`config.mk`:
```
export PLATFORM = sky130hd
export DESIGN_NAME = eeprom_command_protection_unit
export DESIGN_NICKNAME = d
export VERILOG_FILES = /design/src/param_word_store.v /design/src/eeprom_protect_range.v /design/src/eeprom_command_protection_unit.v
export VERILOG_INCLUDE_DIRS = /design/src
export SDC_FILE = /design/constraint.sdc
export NUM_CORES = 1
export LEC_CHECK = 0
export ABC_AREA = 1
export BUFFER_PORTS_ARGS = -buffer_cell sky130_fd_sc_hd__buf_4
export CAP_MARGIN = 10
export CORE_ASPECT_RATIO = 0.5
export CORE_UTILIZATION = 45
export CTS_CLUSTER_DIAMETER = 100
export CTS_CLUSTER_SIZE = 14
export DETAILED_ROUTE_END_ITERATION = 8
export GPL_TIMING_DRIVEN = 0
export SETUP_SLACK_MARGIN = 0.2
export SLEW_MARGIN = 20
export SYNTH_ARGS = -nofsm -noshare
export SYNTH_HDL_FRONTEND = slang
export SYNTH_SLANG_ARGS = --single-unit
```
`constraint.sdc`:
```
create_clock -name clk_sys -period 3.6 [get_ports clk_sys]
set_clock_uncertainty 0.2 [all_clocks]
set_input_delay 0.18 -clock clk_sys [delete_from_list [all_inputs] [get_ports clk_sys]]
set_output_delay 0.18 -clock clk_sys [all_outputs]
set_load 0.02 [all_outputs]
```
`src/eeprom_cmd_regs.vh`:
```
// register map, field positions and constants of the eeprom command unit
`ifndef EEPROM_CMD_REGS_VH
`define EEPROM_CMD_REGS_VH
`define ADDR_FLASH_CONFIG   4'h0
`define ADDR_FLASH_STATUS   4'h1
`define ADDR_ECC_CONFIG     4'h2
`define ADDR_ECC_STATUS     4'h3
`define ADDR_EEPROM_PROT    4'h4
`define ADDR_PARAM_INDEX    4'h5
`define ADDR_PARAM_HI       4'h6
`define ADDR_PARAM_LO       4'h7
`define BIT_CC_IRQ_EN       7
`define BIT_CC_FLAG         7
`define BIT_ACC_ERR         5
`define BIT_PROT_VIOL       4
`define BIT_VERIFY_ERR      1
`define BIT_VERIFY_UNCORR   0
`define BIT_DF_BIT          1
`define BIT_SF_BIT          0
`define BIT_PROT_EN         7
`define PROT_FAULT_VALUE    8'h7F
`define PROT_RESET_VALUE    8'h7F
`define PARAM_WORDS         6
`define IDX_CMD_WORD        3'h0
`define IDX_ADDR_WORD       3'h1
`define CMD_SECTOR_ERASE    8'h12
`define CMD_BLOCK_ERASE     8'h10
`define EE_BASE             18'h00400
`define EE_END              18'h013FF
`define SECTOR_LOG2         2
`endif

```
`src/param_word_store.v`:
```
// six-word command parameter store with byte writes and registered read
`timescale 1ns/100ps
`default_nettype none
`include "eeprom_cmd_regs.vh"
module param_word_store (
   input  wire        clk_sys,
   input  wire        srst,
   input  wire [2:0]  wrIndex,
   input  wire        wrHi,
   input  wire        wrLo,
   input  wire [7:0]  wrData,
   input  wire [2:0]  rdIndex,
   output reg  [15:0] rdData,
   output wire [15:0] cmdWord,
   output wire [15:0] addrWord
);
   reg [15:0] word_q [0:`PARAM_WORDS-1];
   genvar g;
   generate
      for (g = 0; g < `PARAM_WORDS; g = g + 1) begin : gWord
         always @(posedge clk_sys) begin
            if (srst) begin
               word_q[g] <= 16'h0000;
            end else if (wrIndex == g[2:0]) begin
               // indices 6 and 7 match no word, so their writes fall away
               if (wrHi) begin
                  word_q[g][15:8] <= wrData;
               end
               if (wrLo) begin
                  word_q[g][7:0] <= wrData;
               end
            end
         end
      end
   endgenerate
   always @(posedge clk_sys) begin
      if (srst) begin
         rdData <= 16'h0000;
      end else if (rdIndex < `PARAM_WORDS) begin
         rdData <= word_q[rdIndex];
      end else begin
         rdData <= 16'h0000;
      end
   end
   assign cmdWord  = word_q[`IDX_CMD_WORD];
   assign addrWord = word_q[`IDX_ADDR_WORD];
endmodule
`default_nettype wire

```
`src/eeprom_protect_range.v`:
```
// protection range decode for an eeprom address
`timescale 1ns/100ps
`default_nettype none
`include "eeprom_cmd_regs.vh"
module eeprom_protect_range (
   input  wire [7:0]  protReg,
   input  wire [17:0] addr,
   output wire        sectorHit,
   output wire        anyProtected
);
   wire        protEnable;
   wire [17:0] topAddr;
   wire [17:0] sectorBase;
   assign protEnable   = protReg[`BIT_PROT_EN];
   // range grows in 32-byte steps from the eeprom base
   assign topAddr      = `EE_BASE + {6'h00, protReg[6:0], 5'h1F};
   assign sectorBase   = {addr[17:`SECTOR_LOG2], {`SECTOR_LOG2{1'b0}}};
   assign sectorHit    = protEnable && (sectorBase >= `EE_BASE) && (sectorBase <= topAddr);
   // even size zero covers a sector, so any enabled range blocks a block erase
   assign anyProtected = protEnable;
endmodule
`default_nettype wire

```
`src/eeprom_command_protection_unit.v`:
```
// command launch, protection and status front end of the eeprom controller
//
// Behaviour
// - double fault on protection byte fetch at reset clears enable, sets all size bits.
// - erase into protected eeprom is refused and sets protection violation.
// - whole-block eeprom erase refused when any sector is protected.
// - protection register bit 7 selects range protection or no protection.
// - size field protects from base upward in 32-byte steps, zero up to 0x041F.
// - six 16-bit parameter words chosen by a 3-bit index, byte-wide access.
// - software loads parameters, then writes 1 to completion flag to clear it and launch.
// - parameter writes blocked while completion flag is low; set again at completion.
// - indices 6 and 7 ignore writes and read as zero.
// - word 0 holds command and address 17:16, word 1 address 15:0.
// - sector erase uses command 0x12 with word 1 pointing into the sector.
// - sector erase erases, then verifies blank, then sets completion flag.
// - access error at launch if index is not 1 (0 for block erase) or mode forbids the command.
// - access error for a sector erase address outside the eeprom or an odd address.
// - verify error sets first verify bit, uncorrectable error also the second.
// - completion interrupt from flag, local enable and global processor mask.
// - separate double and single ecc fault flags, each with enable and mask.
// - completion flag held low through reset initialisation, then set.
// - reset aborts a running command at once.
`timescale 1ns/100ps
`default_nettype none
`include "eeprom_cmd_regs.vh"
module eeprom_command_protection_unit (
   input  wire        clk_sys,
   input  wire        srst,
   input  wire [3:0]  regAddr,
   input  wire [7:0]  regWrData,
   input  wire        regWr,
   input  wire        regRd,
   output wire [7:0]  regRdData,
   input  wire [7:0]  initProtByte,
   input  wire        initProtValid,
   input  wire        initDoubleFault,
   input  wire        cmdModeAllowed,
   input  wire        eccSingleFault,
   input  wire        eccDoubleFault,
   input  wire        cpuIrqMask,
   output reg         eraseReq,
   output reg         eraseBlock,
   output reg  [17:0] eraseAddr,
   input  wire        eraseDone,
   output reg         verifyReq,
   input  wire        verifyDone,
   input  wire        verifyError,
   input  wire        verifyUncorrectable,
   output wire        irqCmdComplete,
   output wire        irqDoubleFault,
   output wire        irqSingleFault
);
   localparam [2:0] ST_INIT   = 3'h0;
   localparam [2:0] ST_IDLE   = 3'h1;
   localparam [2:0] ST_CHECK  = 3'h2;
   localparam [2:0] ST_ERASE  = 3'h3;
   localparam [2:0] ST_VERIFY = 3'h4;

   function wrHit;
      input [3:0] a;
      input [3:0] target;
      input       strobe;
      begin
         wrHit = strobe && (a == target);
      end
   endfunction

   reg  [2:0]  state_q;
   reg  [2:0]  state_d;
   reg         ccFlag_q;
   reg         access_error_flag_q;
   reg         protViol_q;
   reg         verErr_q;
   reg         verUncorr_q;
   reg         ccIrqEn_q;
   reg         dfIrqEn_q;
   reg         sfIrqEn_q;
   reg         dfFlag_q;
   reg         sfFlag_q;
   reg  [7:0]  protReg_q;
   reg  [2:0]  paramIdx_q;
   reg  [2:0]  launchIdx_q;
   reg  [7:0]  rdOther_q;
   reg  [1:0]  rdSel_q;
   wire [15:0] memRdData;
   wire [15:0] cmdWord;
   wire [15:0] addrWord;
   wire [17:0] cmdAddr;
   wire        sectorHit;
   wire        anyProtected;
   wire        launch;
   wire        paramWrOk;
   wire        isSectorErase;
   wire        isBlockErase;
   wire        addrBad;
   wire        accCheck;
   wire        protCheck;
   wire        checkFail;
   reg  [7:0]  rdMux;

   assign cmdAddr = {cmdWord[1:0], addrWord};
   // launch only when idle and no access error or protection violation is still standing
   assign launch = wrHit(regAddr, `ADDR_FLASH_STATUS, regWr) && regWrData[`BIT_CC_FLAG]
                   && ccFlag_q && !access_error_flag_q && !protViol_q && (state_q == ST_IDLE);
   assign paramWrOk = ccFlag_q;

   param_word_store uStore (
      .clk_sys  (clk_sys),
      .srst     (srst),
      .wrIndex  (paramIdx_q),
      .wrHi     (wrHit(regAddr, `ADDR_PARAM_HI, regWr) && paramWrOk),
      .wrLo     (wrHit(regAddr, `ADDR_PARAM_LO, regWr) && paramWrOk),
      .wrData   (regWrData),
      .rdIndex  (paramIdx_q),
      .rdData   (memRdData),
      .cmdWord  (cmdWord),
      .addrWord (addrWord)
   );

   eeprom_protect_range uProt (
      .protReg      (protReg_q),
      .addr         (cmdAddr),
      .sectorHit    (sectorHit),
      .anyProtected (anyProtected)
   );

   assign isSectorErase = (cmdWord[15:8] == `CMD_SECTOR_ERASE);
   assign isBlockErase  = (cmdWord[15:8] == `CMD_BLOCK_ERASE);
   assign addrBad = (cmdAddr < `EE_BASE) || (cmdAddr > `EE_END) || cmdAddr[0];
   assign accCheck = isSectorErase ? ((launchIdx_q != `IDX_ADDR_WORD)
                                      || !cmdModeAllowed || addrBad)
                   : isBlockErase ? ((launchIdx_q != `IDX_CMD_WORD) || !cmdModeAllowed)
                   : 1'b1;
   // access errors take precedence, so an odd address never reports a violation
   assign protCheck = isSectorErase ? sectorHit : anyProtected;
   assign checkFail = accCheck || protCheck;

   always @* begin
      state_d = state_q;
      case (state_q)
         ST_INIT: begin
            if (initProtValid) begin
               state_d = ST_IDLE;
            end
         end
         ST_IDLE: begin
            if (launch) begin
               state_d = ST_CHECK;
            end
         end
         ST_CHECK: begin
            state_d = checkFail ? ST_IDLE : ST_ERASE;
         end
         ST_ERASE: begin
            if (eraseDone) begin
               state_d = ST_VERIFY;
            end
         end
         ST_VERIFY: begin
            if (verifyDone) begin
               state_d = ST_IDLE;
            end
         end
         default: begin
            state_d = ST_INIT;
         end
      endcase
   end

   // synchronous reset drops any command in flight straight back to init
   always @(posedge clk_sys) begin
      if (srst) begin
         state_q <= ST_INIT;
      end else begin
         state_q <= state_d;
      end
   end

   always @(posedge clk_sys) begin
      if (srst) begin
         ccFlag_q <= 1'b0;
      end else if (state_q == ST_INIT) begin
         ccFlag_q <= initProtValid;
      end else if (launch) begin
         ccFlag_q <= 1'b0;
      end else if ((state_q == ST_CHECK && checkFail)
                   || (state_q == ST_VERIFY && verifyDone)) begin
         ccFlag_q <= 1'b1;
      end
   end

   // hardware sets win over a write-one-to-clear in the same cycle
   always @(posedge clk_sys) begin
      if (srst) begin
         access_error_flag_q   <= 1'b0;
         protViol_q <= 1'b0;
      end else begin
         if (state_q == ST_CHECK && accCheck) begin
            access_error_flag_q <= 1'b1;
         end else if (wrHit(regAddr, `ADDR_FLASH_STATUS, regWr)
                      && regWrData[`BIT_ACC_ERR]) begin
            access_error_flag_q <= 1'b0;
         end
         if (state_q == ST_CHECK && !accCheck && protCheck) begin
            protViol_q <= 1'b1;
         end else if (wrHit(regAddr, `ADDR_FLASH_STATUS, regWr)
                      && regWrData[`BIT_PROT_VIOL]) begin
            protViol_q <= 1'b0;
         end
      end
   end

   always @(posedge clk_sys) begin
      if (srst) begin
         verErr_q    <= 1'b0;
         verUncorr_q <= 1'b0;
      end else if (state_q == ST_INIT && initProtValid && initDoubleFault) begin
         verErr_q    <= 1'b1;
         verUncorr_q <= 1'b1;
      end else if (launch) begin
         verErr_q    <= 1'b0;
         verUncorr_q <= 1'b0;
      end else if (state_q == ST_VERIFY && verifyDone) begin
         verErr_q    <= verifyError || verifyUncorrectable;
         verUncorr_q <= verifyUncorrectable;
      end
   end

   always @(posedge clk_sys) begin
      if (srst) begin
         protReg_q <= `PROT_RESET_VALUE;
      end else if (state_q == ST_INIT && initProtValid) begin
         // a corrupt protection byte falls back to the fault pattern
         protReg_q <= initDoubleFault ? `PROT_FAULT_VALUE : initProtByte;
      end else if (wrHit(regAddr, `ADDR_EEPROM_PROT, regWr)) begin
         protReg_q <= regWrData;
      end
   end

   always @(posedge clk_sys) begin
      if (srst) begin
         ccIrqEn_q   <= 1'b0;
         dfIrqEn_q   <= 1'b0;
         sfIrqEn_q   <= 1'b0;
         paramIdx_q  <= 3'h0;
         launchIdx_q <= 3'h0;
      end else begin
         if (wrHit(regAddr, `ADDR_FLASH_CONFIG, regWr)) begin
            ccIrqEn_q <= regWrData[`BIT_CC_IRQ_EN];
         end
         if (wrHit(regAddr, `ADDR_ECC_CONFIG, regWr)) begin
            dfIrqEn_q <= regWrData[`BIT_DF_BIT];
            sfIrqEn_q <= regWrData[`BIT_SF_BIT];
         end
         if (wrHit(regAddr, `ADDR_PARAM_INDEX, regWr)) begin
            paramIdx_q <= regWrData[2:0];
         end
         if (launch) begin
            launchIdx_q <= paramIdx_q;
         end
      end
   end

   always @(posedge clk_sys) begin
      if (srst) begin
         dfFlag_q <= 1'b0;
         sfFlag_q <= 1'b0;
      end else begin
         if (eccDoubleFault) begin
            dfFlag_q <= 1'b1;
         end else if (wrHit(regAddr, `ADDR_ECC_STATUS, regWr) && regWrData[`BIT_DF_BIT]) begin
            dfFlag_q <= 1'b0;
         end
         if (eccSingleFault) begin
            sfFlag_q <= 1'b1;
         end else if (wrHit(regAddr, `ADDR_ECC_STATUS, regWr) && regWrData[`BIT_SF_BIT]) begin
            sfFlag_q <= 1'b0;
         end
      end
   end

   always @(posedge clk_sys) begin
      if (srst) begin
         eraseReq   <= 1'b0;
         eraseBlock <= 1'b0;
         eraseAddr  <= 18'h00000;
         verifyReq  <= 1'b0;
      end else begin
         if (state_q == ST_CHECK && !checkFail) begin
            eraseReq   <= 1'b1;
            eraseBlock <= isBlockErase;
            eraseAddr  <= isBlockErase ? `EE_BASE : cmdAddr;
         end else if (eraseDone) begin
            eraseReq <= 1'b0;
         end
         if (state_q == ST_ERASE && eraseDone) begin
            verifyReq <= 1'b1;
         end else if (verifyDone) begin
            verifyReq <= 1'b0;
         end
      end
   end

   always @* begin
      rdMux = 8'h00;
      case (regAddr)
         `ADDR_FLASH_CONFIG: rdMux = {ccIrqEn_q, 7'h00};
         `ADDR_FLASH_STATUS: rdMux = {ccFlag_q, 1'b0, access_error_flag_q, protViol_q, 2'h0,
                                      verErr_q, verUncorr_q};
         `ADDR_ECC_CONFIG:   rdMux = {6'h00, dfIrqEn_q, sfIrqEn_q};
         `ADDR_ECC_STATUS:   rdMux = {6'h00, dfFlag_q, sfFlag_q};
         `ADDR_EEPROM_PROT:  rdMux = protReg_q;
         `ADDR_PARAM_INDEX:  rdMux = {5'h00, paramIdx_q};
         default:            rdMux = 8'h00;
      endcase
   end

   // word data already sits in a flop, so only the lane choice and the other-register byte are registered here
   always @(posedge clk_sys) begin
      if (srst) begin
         rdOther_q <= 8'h00;
         rdSel_q   <= 2'h0;
      end else begin
         rdOther_q <= regRd ? rdMux : 8'h00;
         rdSel_q   <= !regRd ? 2'h0
                    : (regAddr == `ADDR_PARAM_HI) ? 2'h1
                    : (regAddr == `ADDR_PARAM_LO) ? 2'h2 : 2'h3;
      end
   end

   assign regRdData = (rdSel_q == 2'h1) ? memRdData[15:8]
                    : (rdSel_q == 2'h2) ? memRdData[7:0]
                    : (rdSel_q == 2'h3) ? rdOther_q : 8'h00;

   // levels follow flag and enable; the processor mask gates all three
   assign irqCmdComplete = ccFlag_q && ccIrqEn_q && !cpuIrqMask;
   assign irqDoubleFault = dfFlag_q && dfIrqEn_q && !cpuIrqMask;
   assign irqSingleFault = sfFlag_q && sfIrqEn_q && !cpuIrqMask;
endmodule
`default_nettype wire

```
### After elaboration in Yosys (flattened, before gate mapping)

Memory sizes are Yosys's and may differ from the RTL's. A register that Yosys moved wholly into a read port is not among the register bits.
Index checks and enable logic that the tools add are counted.

* register bits: 58
* bits in writable memories: 96
* bits of input ports: 34
* output and inout bits: 32
* memories: 1

Memory list
* uStore.word_q: depth 6, width 16, rd ports 3, clocked after memory_dff 1, write ports 6, RTL line param_word_store.v:17 `` reg [15:0] word_q [0:`PARAM_WORDS-1]; ``

* add/subtract/negate cells: 1
* $lt $le $gt $ge: 5
* equality and inequality tests: 26
* multiplexer cells: 92
* bitwise logic cells: 14
* reduce and logical (&&, ||, !) cells: 67

Operator list (count)
* $mux 8: 18
* $mux 1: 66
* $pmux 8 s6: 1
* $logic_and 1x1->1: 36
* $ge 18x11->1 const B: 1
* $gt 18x13->1 const B: 1
* $le 18x18->1: 1
* $lt 18x11->1 const B: 1
* $mux 18: 1
* $eq 4x3->1 const B: 4
* $eq 8x5->1 const B: 2
* $pmux 3 s5: 1
* $reduce_bool 2->1: 7
* $add 11x12->13 const A: 1
* $eq 3x2->1 const B: 4
* $mux 3: 4
* $or 1x1->1: 12
* $eq 3x3->1 const B: 3
* $reduce_bool 3->1: 3
* $eq 4x2->1 const B: 2
* $logic_or 1x1->1: 8
* $ne 2x2->1 const B: 4
* $eq 3x1->1 const B: 2
* $logic_not 1->1: 6
* other kinds (12): 16

### Longest topological paths before layout

Gate-level depths: netlist (run 1).
An unclocked memory read counts as a cell.

* depth after elaboration: 12
* gate-level depth with buffers: 14
* mapped depth without buffers: 13

### Hierarchy

Synthesis (run 1) repeated with hierarchy kept, for this count alone.

* cells, all modules: 1058
* area, all modules: 8204.1 sq um

By module, submodules not included
* param_word_store: times used 1, cells each 554, area each 5003.5 sq um, seq. area each 3203.1 sq um
* eeprom_command_protection_unit: times used 1, cells each 457, area each 2944.1 sq um, seq. area each 1161.1 sq um
* eeprom_protect_range: times used 1, cells each 47, area each 256.5 sq um, seq. area each 0.0 sq um

### Worst setup path before layout (run 1)

Ideal clock, no wire load.

* path kind: register to register
* start point: register protReg_q[5]
* end point: register eraseAddr[11]
* arrival time: 1756 ps
* required time: 3330 ps
* setup slack: 1574 ps
* stages on the path, launching flop included: 14
* buffers on the path: 1
* cell sequence: dfxtp_1 ha_1 inv_1 ha_1 nand2_1 nand2_1 nand2_1 nand2_1 nor2_1 nand4_1 nand3_1 buf_2 nand2_1 a21oi_1

* cells in the longest elaborated chain, start to end: 7

RTL lines
* start: declaration: RTL line eeprom_command_protection_unit.v:80 `reg [7:0] protReg_q;`
* start signal: assignment: RTL line eeprom_command_protection_unit.v:231 `` protReg_q <= `PROT_RESET_VALUE; ``
* start signal: assignment: RTL line eeprom_command_protection_unit.v:234 `` protReg_q <= initDoubleFault ? `PROT_FAULT_VALUE : initProtByte; ``
* start signal: assignment: RTL line eeprom_command_protection_unit.v:236 `protReg_q <= regWrData;`
* $add 11x12->13 (no source line)
* $le 18x18->1: RTL line eeprom_protect_range.v:18 `` assign sectorHit = protEnable && (sectorBase >= `EE_BASE) && (sectorBase <= topAddr); ``
* $logic_and 1x1->1: RTL line eeprom_protect_range.v:18
* $mux 1: RTL line eeprom_command_protection_unit.v:135 `assign protCheck = isSectorErase ? sectorHit : anyProtected;`
* $logic_or 1x1->1: RTL line eeprom_command_protection_unit.v:136 `assign checkFail = accCheck || protCheck;`
* $logic_not 1->1: RTL line eeprom_command_protection_unit.v:289 `if (state_q == ST_CHECK && !checkFail) begin`
* $logic_and 1x1->1: RTL line eeprom_command_protection_unit.v:289
* end signal: assignment: RTL line eeprom_command_protection_unit.v:292 `` eraseAddr <= isBlockErase ? `EE_BASE : cmdAddr; ``
* end: declaration: RTL line eeprom_command_protection_unit.v:43 `output reg [17:0] eraseAddr,`

Every way passes these cells.
A chain may end at the register's enable or synchronous reset.

==> results of run 1 <==
-- registers in the layout (all words and copies together), names as in the netlist, 2 cells and up --
| signal | cells |
|---|---|
| eraseAddr | 18 |
| launchIdx_q | 3 |
| paramIdx_q | 3 |
| protReg_q | 8 |
| rdOther_q | 8 |
| rdSel_q | 2 |
| state_q | 3 |
| uStore.rdData | 16 |
| uStore.word_q | 96 |
-- through the flow --
| stage | hold WS [ns] | cell area (sq um) | worst slack, ns |
|---|---|---|---|
| finish | 0.0309 | 9440 | 0.680 |
| global route | 0.0665 | 9440 | 0.469 |
| CTS | 0.0221 | 9440 | 0.684 |
| detailed placement | 0.194 | 8430 | 1.10 |
| global placement | 0.189 | 8430 | 1.13 |
| floorplan | 0.0974 | 7680 | 1.57 |
-- per-layer routing --
metal | vias to the layer above | part of all wire | GRT usage
li1 | 3152 | - | -
met1 | 3076 | 0.47 | 0.381
met2 | 278 | 0.42 | 0.409
met3 | 32 | 0.092 | 0.0665
met4 | 0 | 0.016 | 0.0854
met5 | - | 0 | 0
-- cell usage in the layout, fill, tap and decap left out, types with 3 or more instances in the layout --
cell	synthesis	final
o21ai_1	3	3
nand4_2	4	4
a21oi_1	51	51
inv_1	66	66
nand2_1	177	177
a211oi_1	30	30
nand3_1	62	62
inv_2	5	5
o21ai_0	19	19
ha_1	8	8
clkbuf_16	0	17
nand2_2	8	8
edfxtp_1	96	96
buf_4	6	68
o221ai_1	7	7
buf_1	6	6
buf_2	14	14
nor2_1	147	147
nor3_1	10	10
nor2_4	3	3
nor2_2	5	5
o211ai_1	9	9
nand4_4	4	4
clkbuf_1	16	17
nor3_2	3	3
nand4_1	7	7
dlygate4sd3_1	0	42
a31oi_1	7	7
dfxtp_1	74	74
inv_6	0	4
-- cell families after synthesis --
| kind of cell | count (synthesis) | synth area share |
|---|---|---|
| flops | 170 | 0.568 |
| fa+ha+maj | 8 | 0.0130 |
| buf+inv | 117 | 0.0635 |
| compound gates | 130 | 0.103 |
| simple gates | 434 | 0.252 |
-- worst max-delay path: stages --
cell and delay (ns):
dlygate4sd3_1 0.53, buf_2 0.20, inv_1 0.12, buf_4 0.22
buf_1 0.46, o21ai_0 0.15, dlygate4sd3_1 0.58, a21oi_1 0.11
dlygate4sd3_1 0.55
-- layout make-up --
| cell class | instances | area (sq um) | share of cell area |
|---|---|---|---|
| sequential | 170 | 4360 | 0.462 |
| clock buffer | 18 | 429 | 0.0454 |
| tap | 227 | 284 | 0.0301 |
| multi-input combinational | 572 | 2830 | 0.300 |
| inverter | 74 | 279 | 0.0295 |
| timing repair buffer | 104 | 886 | 0.0938 |
| clock inverter | 14 | 160 | 0.0170 |
| buffer | 43 | 209 | 0.0221 |
-- power by group through the flow --
stage | logic [uW] | clock network [uW] | registers (uW)
2_1_floorplan | 356 | 0 | 2230
3_3_place_gp | 512 | 0 | 2250
3_5_place_dp | 519 | 0 | 2260
4_1_cts | 588 | 1890 | 2210
5_1_grt | 667 | 1970 | 2220
6_report | 594 | 1880 | 2220
-- how the worst max path moves through the flow --
stage          cells past startpoint  slack [ns]          from                  end
6_report                           9        0.68          srst            ccIrqEn_q
3_5_place_dp                       5        1.10      ccFlag_q  uStore.word_q[1][0]
4_1_cts                            9        0.68          srst            ccIrqEn_q
5_1_grt                            9        0.47          srst            ccIrqEn_q
2_1_floorplan                     13        1.57  protReg_q[5]        eraseAddr[11]
3_3_place_gp                       5        1.13      ccFlag_q  uStore.word_q[1][4]
-- what timing repair did --
action,CTS,global route
setup endpoints to repair,0,0
endpoints found under the hold margin,43,0
hold buffers,42,0
resized for setup,0,0
==> flow_summary.json, run 1 <==
{
  "final_antenna_net_count": 0,
  "synth_top_area_frac": 0.375,
  "syn-num-nets": 901,
  "endpoint_kind": "flop",
  "clkPwrFrac": 0.401,
  "post-place-cells": 1148,
  "worstPathArrival_ns": 3.10,
  "gp_congestion": 0.931,
  "startpoint_type": "primary input",
  "fin_crit_ns": 2.92,
  "power.internal_uw": 3410,
  "ys_ff_latch": 170,
  "grt_pass1_wl_microns": 35000,
  "synth_cells": 859,
  "cp_max_fo": 10,
  "hold_violations": 0,
  "syn_avg_cell_area_sq_um": 8.95,
  "syn_area_sq_um": 7680,
  "die_w_microns": 187,
  "ys_seq_area_frac": 0.568,
  "hold_path_end": "rdOther_q[4]",
  "clock_sinks": 170,
  "ios": 66,
  "drtPass1Iterations": 5,
  "core_sq_um": 16500,
  "worstRegToRegCells": 9,
  "initial_core_util": 0.465,
  "areaGrowthSynthToFinish_pct": 22.9,
  "fin_cells": 1222,
  "die-area_sq_um": 17600,
  "io_buffers": 62,
  "pwr-share-comb": 0.127,
  "p_leak_uw": 0.00385,
  "drt-total-wl_microns": 23000,
  "ctsRootBufferMaster": "clkbuf_16",
  "min-delay-start": "regAddr[0]",
  "fmax_mhz": 342,
  "worstPathRequired_ns": 3.78,
  "rows": 33,
  "synth_cell_type_count": 35,
  "clk_pin_slew_worst_paths_ns": 0.07,
  "ys_warn_count": 0,
  "reg2reg_to": "protReg_q[7]",
  "finalCritPeriodShare": 0.811,
  "fin_tns_setup_ns": 0,
  "vdd_drop_max_mv": 0.349,
  "overflow": 0,
  "dp_hpwl_microns": 16100,
  "yosys_most_used_dff": "edfxtp_1",
  "synth_most_common_cell": "nand2_1",
  "maxSlewViolCount": 0,
  "maxCapViolations": 0,
  "clock_latency_ns": 0.44,
  "grt_start_max_net_pins": 18,
  "initialDrtViolationCount": 467,
  "holdPathStages": 4,
  "h-tree-depth": 4,
  "antenna_cells": 0,
  "die_h_microns": 94.4,
  "rsz0062_at_grt": "false",
  "drive_gt1_frac": 0.150,
  "finalPower_uw": 4690,
  "utilization": 0.572,
  "synthTopCellsByArea": "edfxtp_1 (38%), dfxtp_1 (19%), nand2_1 (8.6%)",
  "vias_per_cell": 5.35,
  "setup_violations": 0,
  "ys_async_sr_fraction": 0,
  "synth_edf_count": 96,
  "fill_cells": 1524,
  "numCtsBuffers": 17,
  "cts_tree": "yes",
  "slew_headroom": 0.432,
  "synth_common_cells": "nand2_1 (177), nor2_1 (147), edfxtp_1 (96)",
  "power_density_nw_per_um2": 497,
  "hold_path.class": "primary input to flop",
  "rrSetupSlack_ns": 0.83,
  "synth_top_area_cell": "edfxtp_1",
  "ctsLongestPathBuffers": 2,
  "grt_usage": 0.270,
  "post_cts_buffers": 0,
  "crit_type": "primary input to flop",
  "grt_pass1_vias": 6129,
  "tightest_slew_ns": 0.852,
  "routed-via-count": 6538,
  "wl_per_cell_microns": 18.8,
  "status": "finished clean",
  "r2r-start": "state_q[0]",
  "drc": 0,
  "finalNetCount": 1024,
  "p_sw_uw": 1290,
  "power_switching_share": 0.274,
  "seq_power_share": 0.472,
  "antenna_found_initial": 0
}
Note: power is estimated with default switching activity, not from simulation.
==> run 2: changes to the inputs <==
--- a/config.mk
+++ b/config.mk
@@ -6,7 +6,7 @@
 export SDC_FILE = /design/constraint.sdc
 export NUM_CORES = 1
 export LEC_CHECK = 0
-export ABC_AREA = 1
+export ABC_AREA = 0
 export BUFFER_PORTS_ARGS = -buffer_cell sky130_fd_sc_hd__buf_4
 export CAP_MARGIN = 10
 export CORE_ASPECT_RATIO = 0.5
==> constraint.sdc (replaced) <==
create_clock -name clk_sys -period 2.8 [get_ports clk_sys]
set_clock_uncertainty 0.2 [all_clocks]
set_input_delay 0.14 -clock clk_sys [delete_from_list [all_inputs] [get_ports clk_sys]]
set_output_delay 0.14 -clock clk_sys [all_outputs]
set_load 0.02 [all_outputs]
==> run 2 against run 1 <==
  * Routed wire length is 4.8% lower
  * Total power is 17% higher
  * Largest cell class unchanged
  * Sequential cell count stayed put
  * Synthesized cell count is 21% lower
  * Critical endpoint is now eraseAddr[10]
  * Combinational power is 27% lower
  * Setup slack worse by 0.47 ns
  * Hold slack worse by 0.0082 ns
  * Global-route usage is 1.7 points lower
  * Synthesized area is 1.8% higher
  * Cell area is 2.1% higher
  * Sequential power is 24% higher
==> flow_summary.json, run 2 <==
{
  "endpoint_kind": "flop",
  "wl_per_cell_microns": 21.1,
  "synth_most_common_cell": "and2_1",
  "grt_usage": 0.253,
  "most-common-layout-cells": "and2_1 (99), edfxtp_1 (96), dfxtp_1 (74), buf_4 (73), nor2_1 (63)",
  "maxCapViolations": 0,
  "ys_seq_area_frac": 0.558,
  "synth_top_area_cell": "edfxtp_1",
  "synth_common_cells": "and2_1 (99), edfxtp_1 (96), dfxtp_1 (74)",
  "ctsLongestPathBuffers": 2,
  "finalCritPeriodShare": 0.925,
  "grt_pass1_vias": 5524,
  "numCtsBuffers": 17,
  "synthTopCellsByArea": "edfxtp_1 (37%), dfxtp_1 (19%), and2_1 (7.9%)",
  "rsz0062_at_grt": "true",
  "utilization": 0.578,
  "yosys_most_used_dff": "edfxtp_1",
  "layout_commonest_cell": "and2_1",
  "die_w_microns": 188,
  "routed-via-count": 5730,
  "status": "finished clean",
  "final_antenna_net_count": 0,
  "ys_warn_count": 0,
  "startpoint_type": "flop",
  "post-place-cells": 964,
  "ctsRootBufferMaster": "clkbuf_16",
  "setup_violations": 0,
  "clock_sinks": 170,
  "synth_edf_count": 96,
  "vdd_drop_max_mv": 0.421,
  "slew_headroom": 0.394,
  "drt-total-wl_microns": 21900,
  "die_h_microns": 95.2,
  "h-tree-depth": 4,
  "tightest_slew_ns": 0.907,
  "ys_ff_latch": 170,
  "cp_max_fo": 3,
  "largest_reg_flops": 96,
  "regMostFlops": "uStore.word_q",
  "antenna_found_initial": 2,
  "drtPass1Iterations": 5,
  "syn_avg_cell_area_sq_um": 11.6,
  "hold_violations": 0,
  "dp_hpwl_microns": 15500,
  "io_buffers": 62,
  "drive_gt1_frac": 0.206,
  "maxSlewViolCount": 0,
  "r2r-start": "uStore.word_q[0][0]",
  "worstPathRequired_ns": 2.93,
  "fin_crit_ns": 2.59,
  "min-delay-start": "regWr",
  "die-area_sq_um": 18000,
  "finalNetCount": 838,
  "core_sq_um": 16700,
  "worstPathArrival_ns": 2.71,
  "hold_path.class": "primary input to flop",
  "grt_pass1_wl_microns": 32500,
  "initialDrtViolationCount": 395,
  "synth_top_area_frac": 0.368,
  "clock_latency_ns": 0.44,
  "cts_tree": "yes",
  "p_leak_uw": 0.00371,
  "grt_start_max_net_pins": 18,
  "syn-num-nets": 717,
  "areaGrowthSynthToFinish_pct": 23.2,
  "vias_per_cell": 5.53,
  "fin_cells": 1037,
  "ys_async_sr_fraction": 0,
  "synth_cells": 675,
  "ios": 66,
  "fmax_mhz": 386,
  "syn_area_sq_um": 7830,
  "clk_pin_slew_worst_paths_ns": 0.07,
  "synth_cell_type_count": 52,
  "crit_path_start": "uStore.word_q[0][0]",
  "overflow": 0,
  "power_density_nw_per_um2": 568,
  "gp_congestion": 0.865,
  "drc": 0,
  "initial_core_util": 0.469,
  "crit_type": "flop to flop",
  "rows": 33,
  "reg_top3": "uStore.word_q: 96 flops, eraseAddr: 18 flops, uStore.rdData: 16 flops"
}
[run 2: changes by cell type after synthesis, moves of 16 or more]
cell / before / now
mux2i_1: 0 / 39
clkbuf_1: 16 / 39
inv_1: 66 / 9
nand2_1: 177 / 22
mux4_2: 0 / 16
nand2b_1: 0 / 17
and2_1: 0 / 99
a21oi_1: 51 / 23
nor2_1: 147 / 64
o21ai_0: 19 / 2
nand3_1: 62 / 8
[run 2: critical path: stages, from the launching register on]
cell and delay (ns):
edfxtp_1 0.42, or4_4 0.59, nor4b_4 0.28, a21oi_2 0.11, a311o_1 0.35, buf_4 0.15, buf_4 0.13, mux2_2 0.25
[run 2: per-stage QoR]
stage / TNS, ns / power, uW / setup WS (ns) / area (sq um) / hold WS, ns
2_1_floorplan: 0 / 3020 / 0.410 / 7830 / 0.0574
3_3_place_gp: -0.0360 / 3190 / -0.00465 / 8570 / 0.153
3_5_place_dp: -0.265 / 3190 / -0.0291 / 8570 / 0.163
4_1_cts: 0 / 5470 / 0.00311 / 9480 / 0.00465
5_1_grt: 0 / 5630 / 0.106 / 9640 / 0.0220
6_report: 0 / 5480 / 0.210 / 9640 / 0.0227
[run 2: power breakdown]
| group | internal, uW | switching (uW) |
|---|---|---|
| clock network | 1170 | 1110 |
| logic | 186 | 248 |
| registers | 2710 | 55.0 |
| total | 4070 | 1410 |
[run 2: cell families after synthesis]
group | share of synthesized area
compound gates | 0.0803
fa+ha+maj | 0.0128
buf+inv | 0.0277
flops | 0.558
mux | 0.114
simple gates | 0.208
[run 2: cell type report]
cell class,count,area (sq um)
diodes,1,2.50
plain buffers,45,193
clock buffers,17,425
clock inverters,15,134
fillers,1420,7040
inverters,10,37.5
multi-input cells,450,3360
flip-flops and latches,170,4360
well taps,227,284
repair buffers,102,841
[run 2: final timing paths]
check,endpoint,slack [ns],cells after the start
min reg2reg,protReg_q[3],0.27,1
max reg2reg,eraseAddr[10],0.21,7
max,eraseAddr[10],0.21,7
min,ccIrqEn_q,0.02,4
[run 2: what timing repair did]
| item | in CTS | in global routing |
|---|---|---|
| setup endpoints to repair | 72 | 84 |
| hold buffers | 30 | 0 |
| pin swaps | 1 | 3 |
| endpoints found under the hold margin | 52 | 0 |
| resized for setup | 7 | 23 |
| setup buffers | 1 | 9 |
[run 2: routing by layer]
layer,GRT usage,vias up,routed length (microns)
li1,-,2678,-
met1,0.362,2839,10600
met2,0.391,188,9610
met3,0.0556,23,1460
met4,0.0665,2,230
met5,0,-,12
==> run 3: changes to the inputs <==
--- a/config.mk
+++ b/config.mk
@@ -15,6 +15,7 @@
 export CTS_CLUSTER_SIZE = 14
 export DETAILED_ROUTE_END_ITERATION = 8
 export GPL_TIMING_DRIVEN = 0
+export PLACE_DENSITY = 0.65
 export SETUP_SLACK_MARGIN = 0.2
 export SLEW_MARGIN = 20
 export SYNTH_ARGS = -nofsm -noshare
==> constraint.sdc (replaced) <==
create_clock -name clk_sys -period 2.2 [get_ports clk_sys]
set_clock_uncertainty 0.2 [all_clocks]
set_input_delay 0.11 -clock clk_sys [delete_from_list [all_inputs] [get_ports clk_sys]]
set_output_delay 0.11 -clock clk_sys [all_outputs]
set_load 0.02 [all_outputs]
==> run 3 against run 2 <==
  * The flow now finishes with violations (negative setup slack)
  * Largest power group unchanged
  * Count of clock-buffer cells in the layout up 1
  * Global-route usage up 0.40 points
  * Combinational power up 46%
  * Die area unchanged
==> flow_summary.json, run 3 (synthesized netlist as in run 2, its figures left out) <==
{
  "regMostFlops": "uStore.word_q",
  "worstRegToRegCells": 6,
  "clock_latency_ns": 0.43,
  "r2r-start": "uStore.word_q[1][14]",
  "min-delay-start": "regAddr[3]",
  "tightest_slew_ns": 1.02,
  "vdd_drop_max_mv": 0.441,
  "finalNetCount": 867,
  "p_leak_uw": 0.00399,
  "fin_crit_ns": 2.55,
  "die-area_sq_um": 18000,
  "maxCapViolations": 0,
  "endpoint_kind": "flop",
  "reg_top3": "uStore.word_q: 96 flops, eraseAddr: 18 flops, uStore.rdData: 16 flops",
  "power.internal_uw": 5260,
  "fmax_mhz": 393,
  "wl_per_cell_microns": 21.2,
  "post-place-cells": 964,
  "ctsRootBufferMaster": "clkbuf_16",
  "die_h_microns": 95.2,
  "ctsLongestPathBuffers": 2,
  "grt_pass1_wl_microns": 33200,
  "slew_headroom": 0.319,
  "hold_path.class": "primary input to flop",
  "grt_pass1_vias": 5653,
  "p_sw_uw": 1800,
  "rows": 33,
  "use_met1": 0.369,
  "holdPathStages": 3,
  "finalCritPeriodShare": 1.16,
  "most-common-layout-cells": "edfxtp_1 (96), buf_4 (91), and2_1 (91), dfxtp_1 (70), nor2_1 (51)",
  "layout_commonest_cell": "edfxtp_1",
  "post-route-worst-setup-slack_ns": -0.345,
  "worstPathRequired_ns": 2.32,
  "startpoint_type": "flop",
  "clkPwrFrac": 0.411,
  "gp_congestion": 0.834,
  "hold_violations": 0,
  "routed-via-count": 6055,
  "maxSlewViolCount": 0,
  "grt.met2_usage": 0.397,
  "worstPathArrival_ns": 2.67,
  "grt_usage": 0.257,
  "grt_start_max_net_pins": 18,
  "rsz0062_at_grt": "true",
  "overflow": 0,
  "dp_hpwl_microns": 15200,
  "initial_core_util": 0.469,
  "antenna_found_initial": 1,
  "h-tree-depth": 4,
  "vias_per_cell": 5.69,
  "rrSetupSlack_ns": -0.35,
  "cp_max_fo": 4,
  "core_sq_um": 16700,
  "clock_sinks": 170,
  "pwr-share-comb": 0.090,
  "violations": "negative setup slack",
  "reg2reg_to": "eraseBlock",
  "clk_pin_slew_worst_paths_ns": 0.07,
  "met3_usage": 0.0552,
  "die_w_microns": 188,
  "drive_gt1_frac": 0.295,
  "areaGrowthSynthToFinish_pct": 32.0,
  "drt-total-wl_microns": 22600,
  "largest_reg_flops": 96,
  "io_buffers": 62,
  "hold_path_end": "rdSel_q[0]",
  "numCtsBuffers": 17,
  "drtPass1Iterations": 5,
  "initialDrtViolationCount": 515,
  "busiest_layer": "met2",
  "fin_cells": 1065,
  "status": "finished, violations left",
  "fin_tns_setup_ns": -6.68,
  "seq_power_share": 0.499,
  "crit_path_start": "uStore.word_q[1][14]",
  "crit_type": "flop to flop",
  "antenna_cells": 0,
  "final_antenna_net_count": 0,
  "power_switching_share": 0.255,
  "cts_tree": "yes",
  "power_density_nw_per_um2": 683,
  "drc": 0,
  "setup_violations": 23,
  "ios": 66
}
## run 3: routing by layer
layer | part of all wire | wire (microns)
met5 | 0 | 0
met4 | 0.017 | 392
met3 | 0.075 | 1700
met2 | 0.44 | 9870
met1 | 0.47 | 10600
## run 3: critical path, stage by stage (launching register included)
cell and delay (ns):
edfxtp_1 0.41, or4_4 0.61, nor4b_4 0.28, a21oi_2 0.12, a311o_1 0.36, buf_6 0.16
mux2_4 0.28
## run 3: worst max path at each step
| stage | endpoint |
|---|---|
| 5_1_grt | eraseBlock |
| 6_report | eraseBlock |
| 4_1_cts | eraseAddr[10] |
| 3_5_place_dp | eraseAddr[4] |
| 2_1_floorplan | eraseBlock |
| 3_3_place_gp | eraseAddr[4] |
## run 3: area by class of cell
type                            count  area [sq um]
Fill cell                        1303          6350
Clock inverter                     14           130
Multi-Input combinational cell    450          3660
Buffer                             45           244
Inverter                           10          38.8
Clock buffer                       18           439
Timing Repair Buffer              131          1160
Sequential cell                   170          4370
Tap cell                          227           284
## run 3: power groups by stage
stage	Sequential [uW]	Combinational, uW	Clock (uW)
2_1_floorplan	3550	306	0
3_3_place_gp	3580	482	0
3_5_place_dp	3580	491	0
4_1_cts	3520	598	2900
5_1_grt	3530	676	3050
6_report	3520	633	2900
## run 3: stage by stage
stage | hold WS, ns | power [uW] | setup WS [ns] | util | instance area (sq um)
after floorplan | 0.0274 | 3860 | -0.127 | - | 7920
after CTS | 0.00215 | 7020 | -0.299 | 0.605 | 10100
after global routing | 0.0397 | 7250 | -0.397 | 0.619 | 10300
final | 0.0162 | 7050 | -0.345 | 0.619 | 10300
after global placement | 0.118 | 4060 | -0.442 | 0.520 | 8670
after detailed placement | 0.132 | 4080 | -0.469 | 0.520 | 8670
## run 3: timing repair
item                                   in CTS  in global routing
gates cloned                                1                  0
gates resized for setup                    73                 41
hold buffers                               32                  0
endpoints found under the hold margin      52                  0
setup buffers                              24                 12
setup endpoints to repair                 255                152
pin swaps                                  21                 28
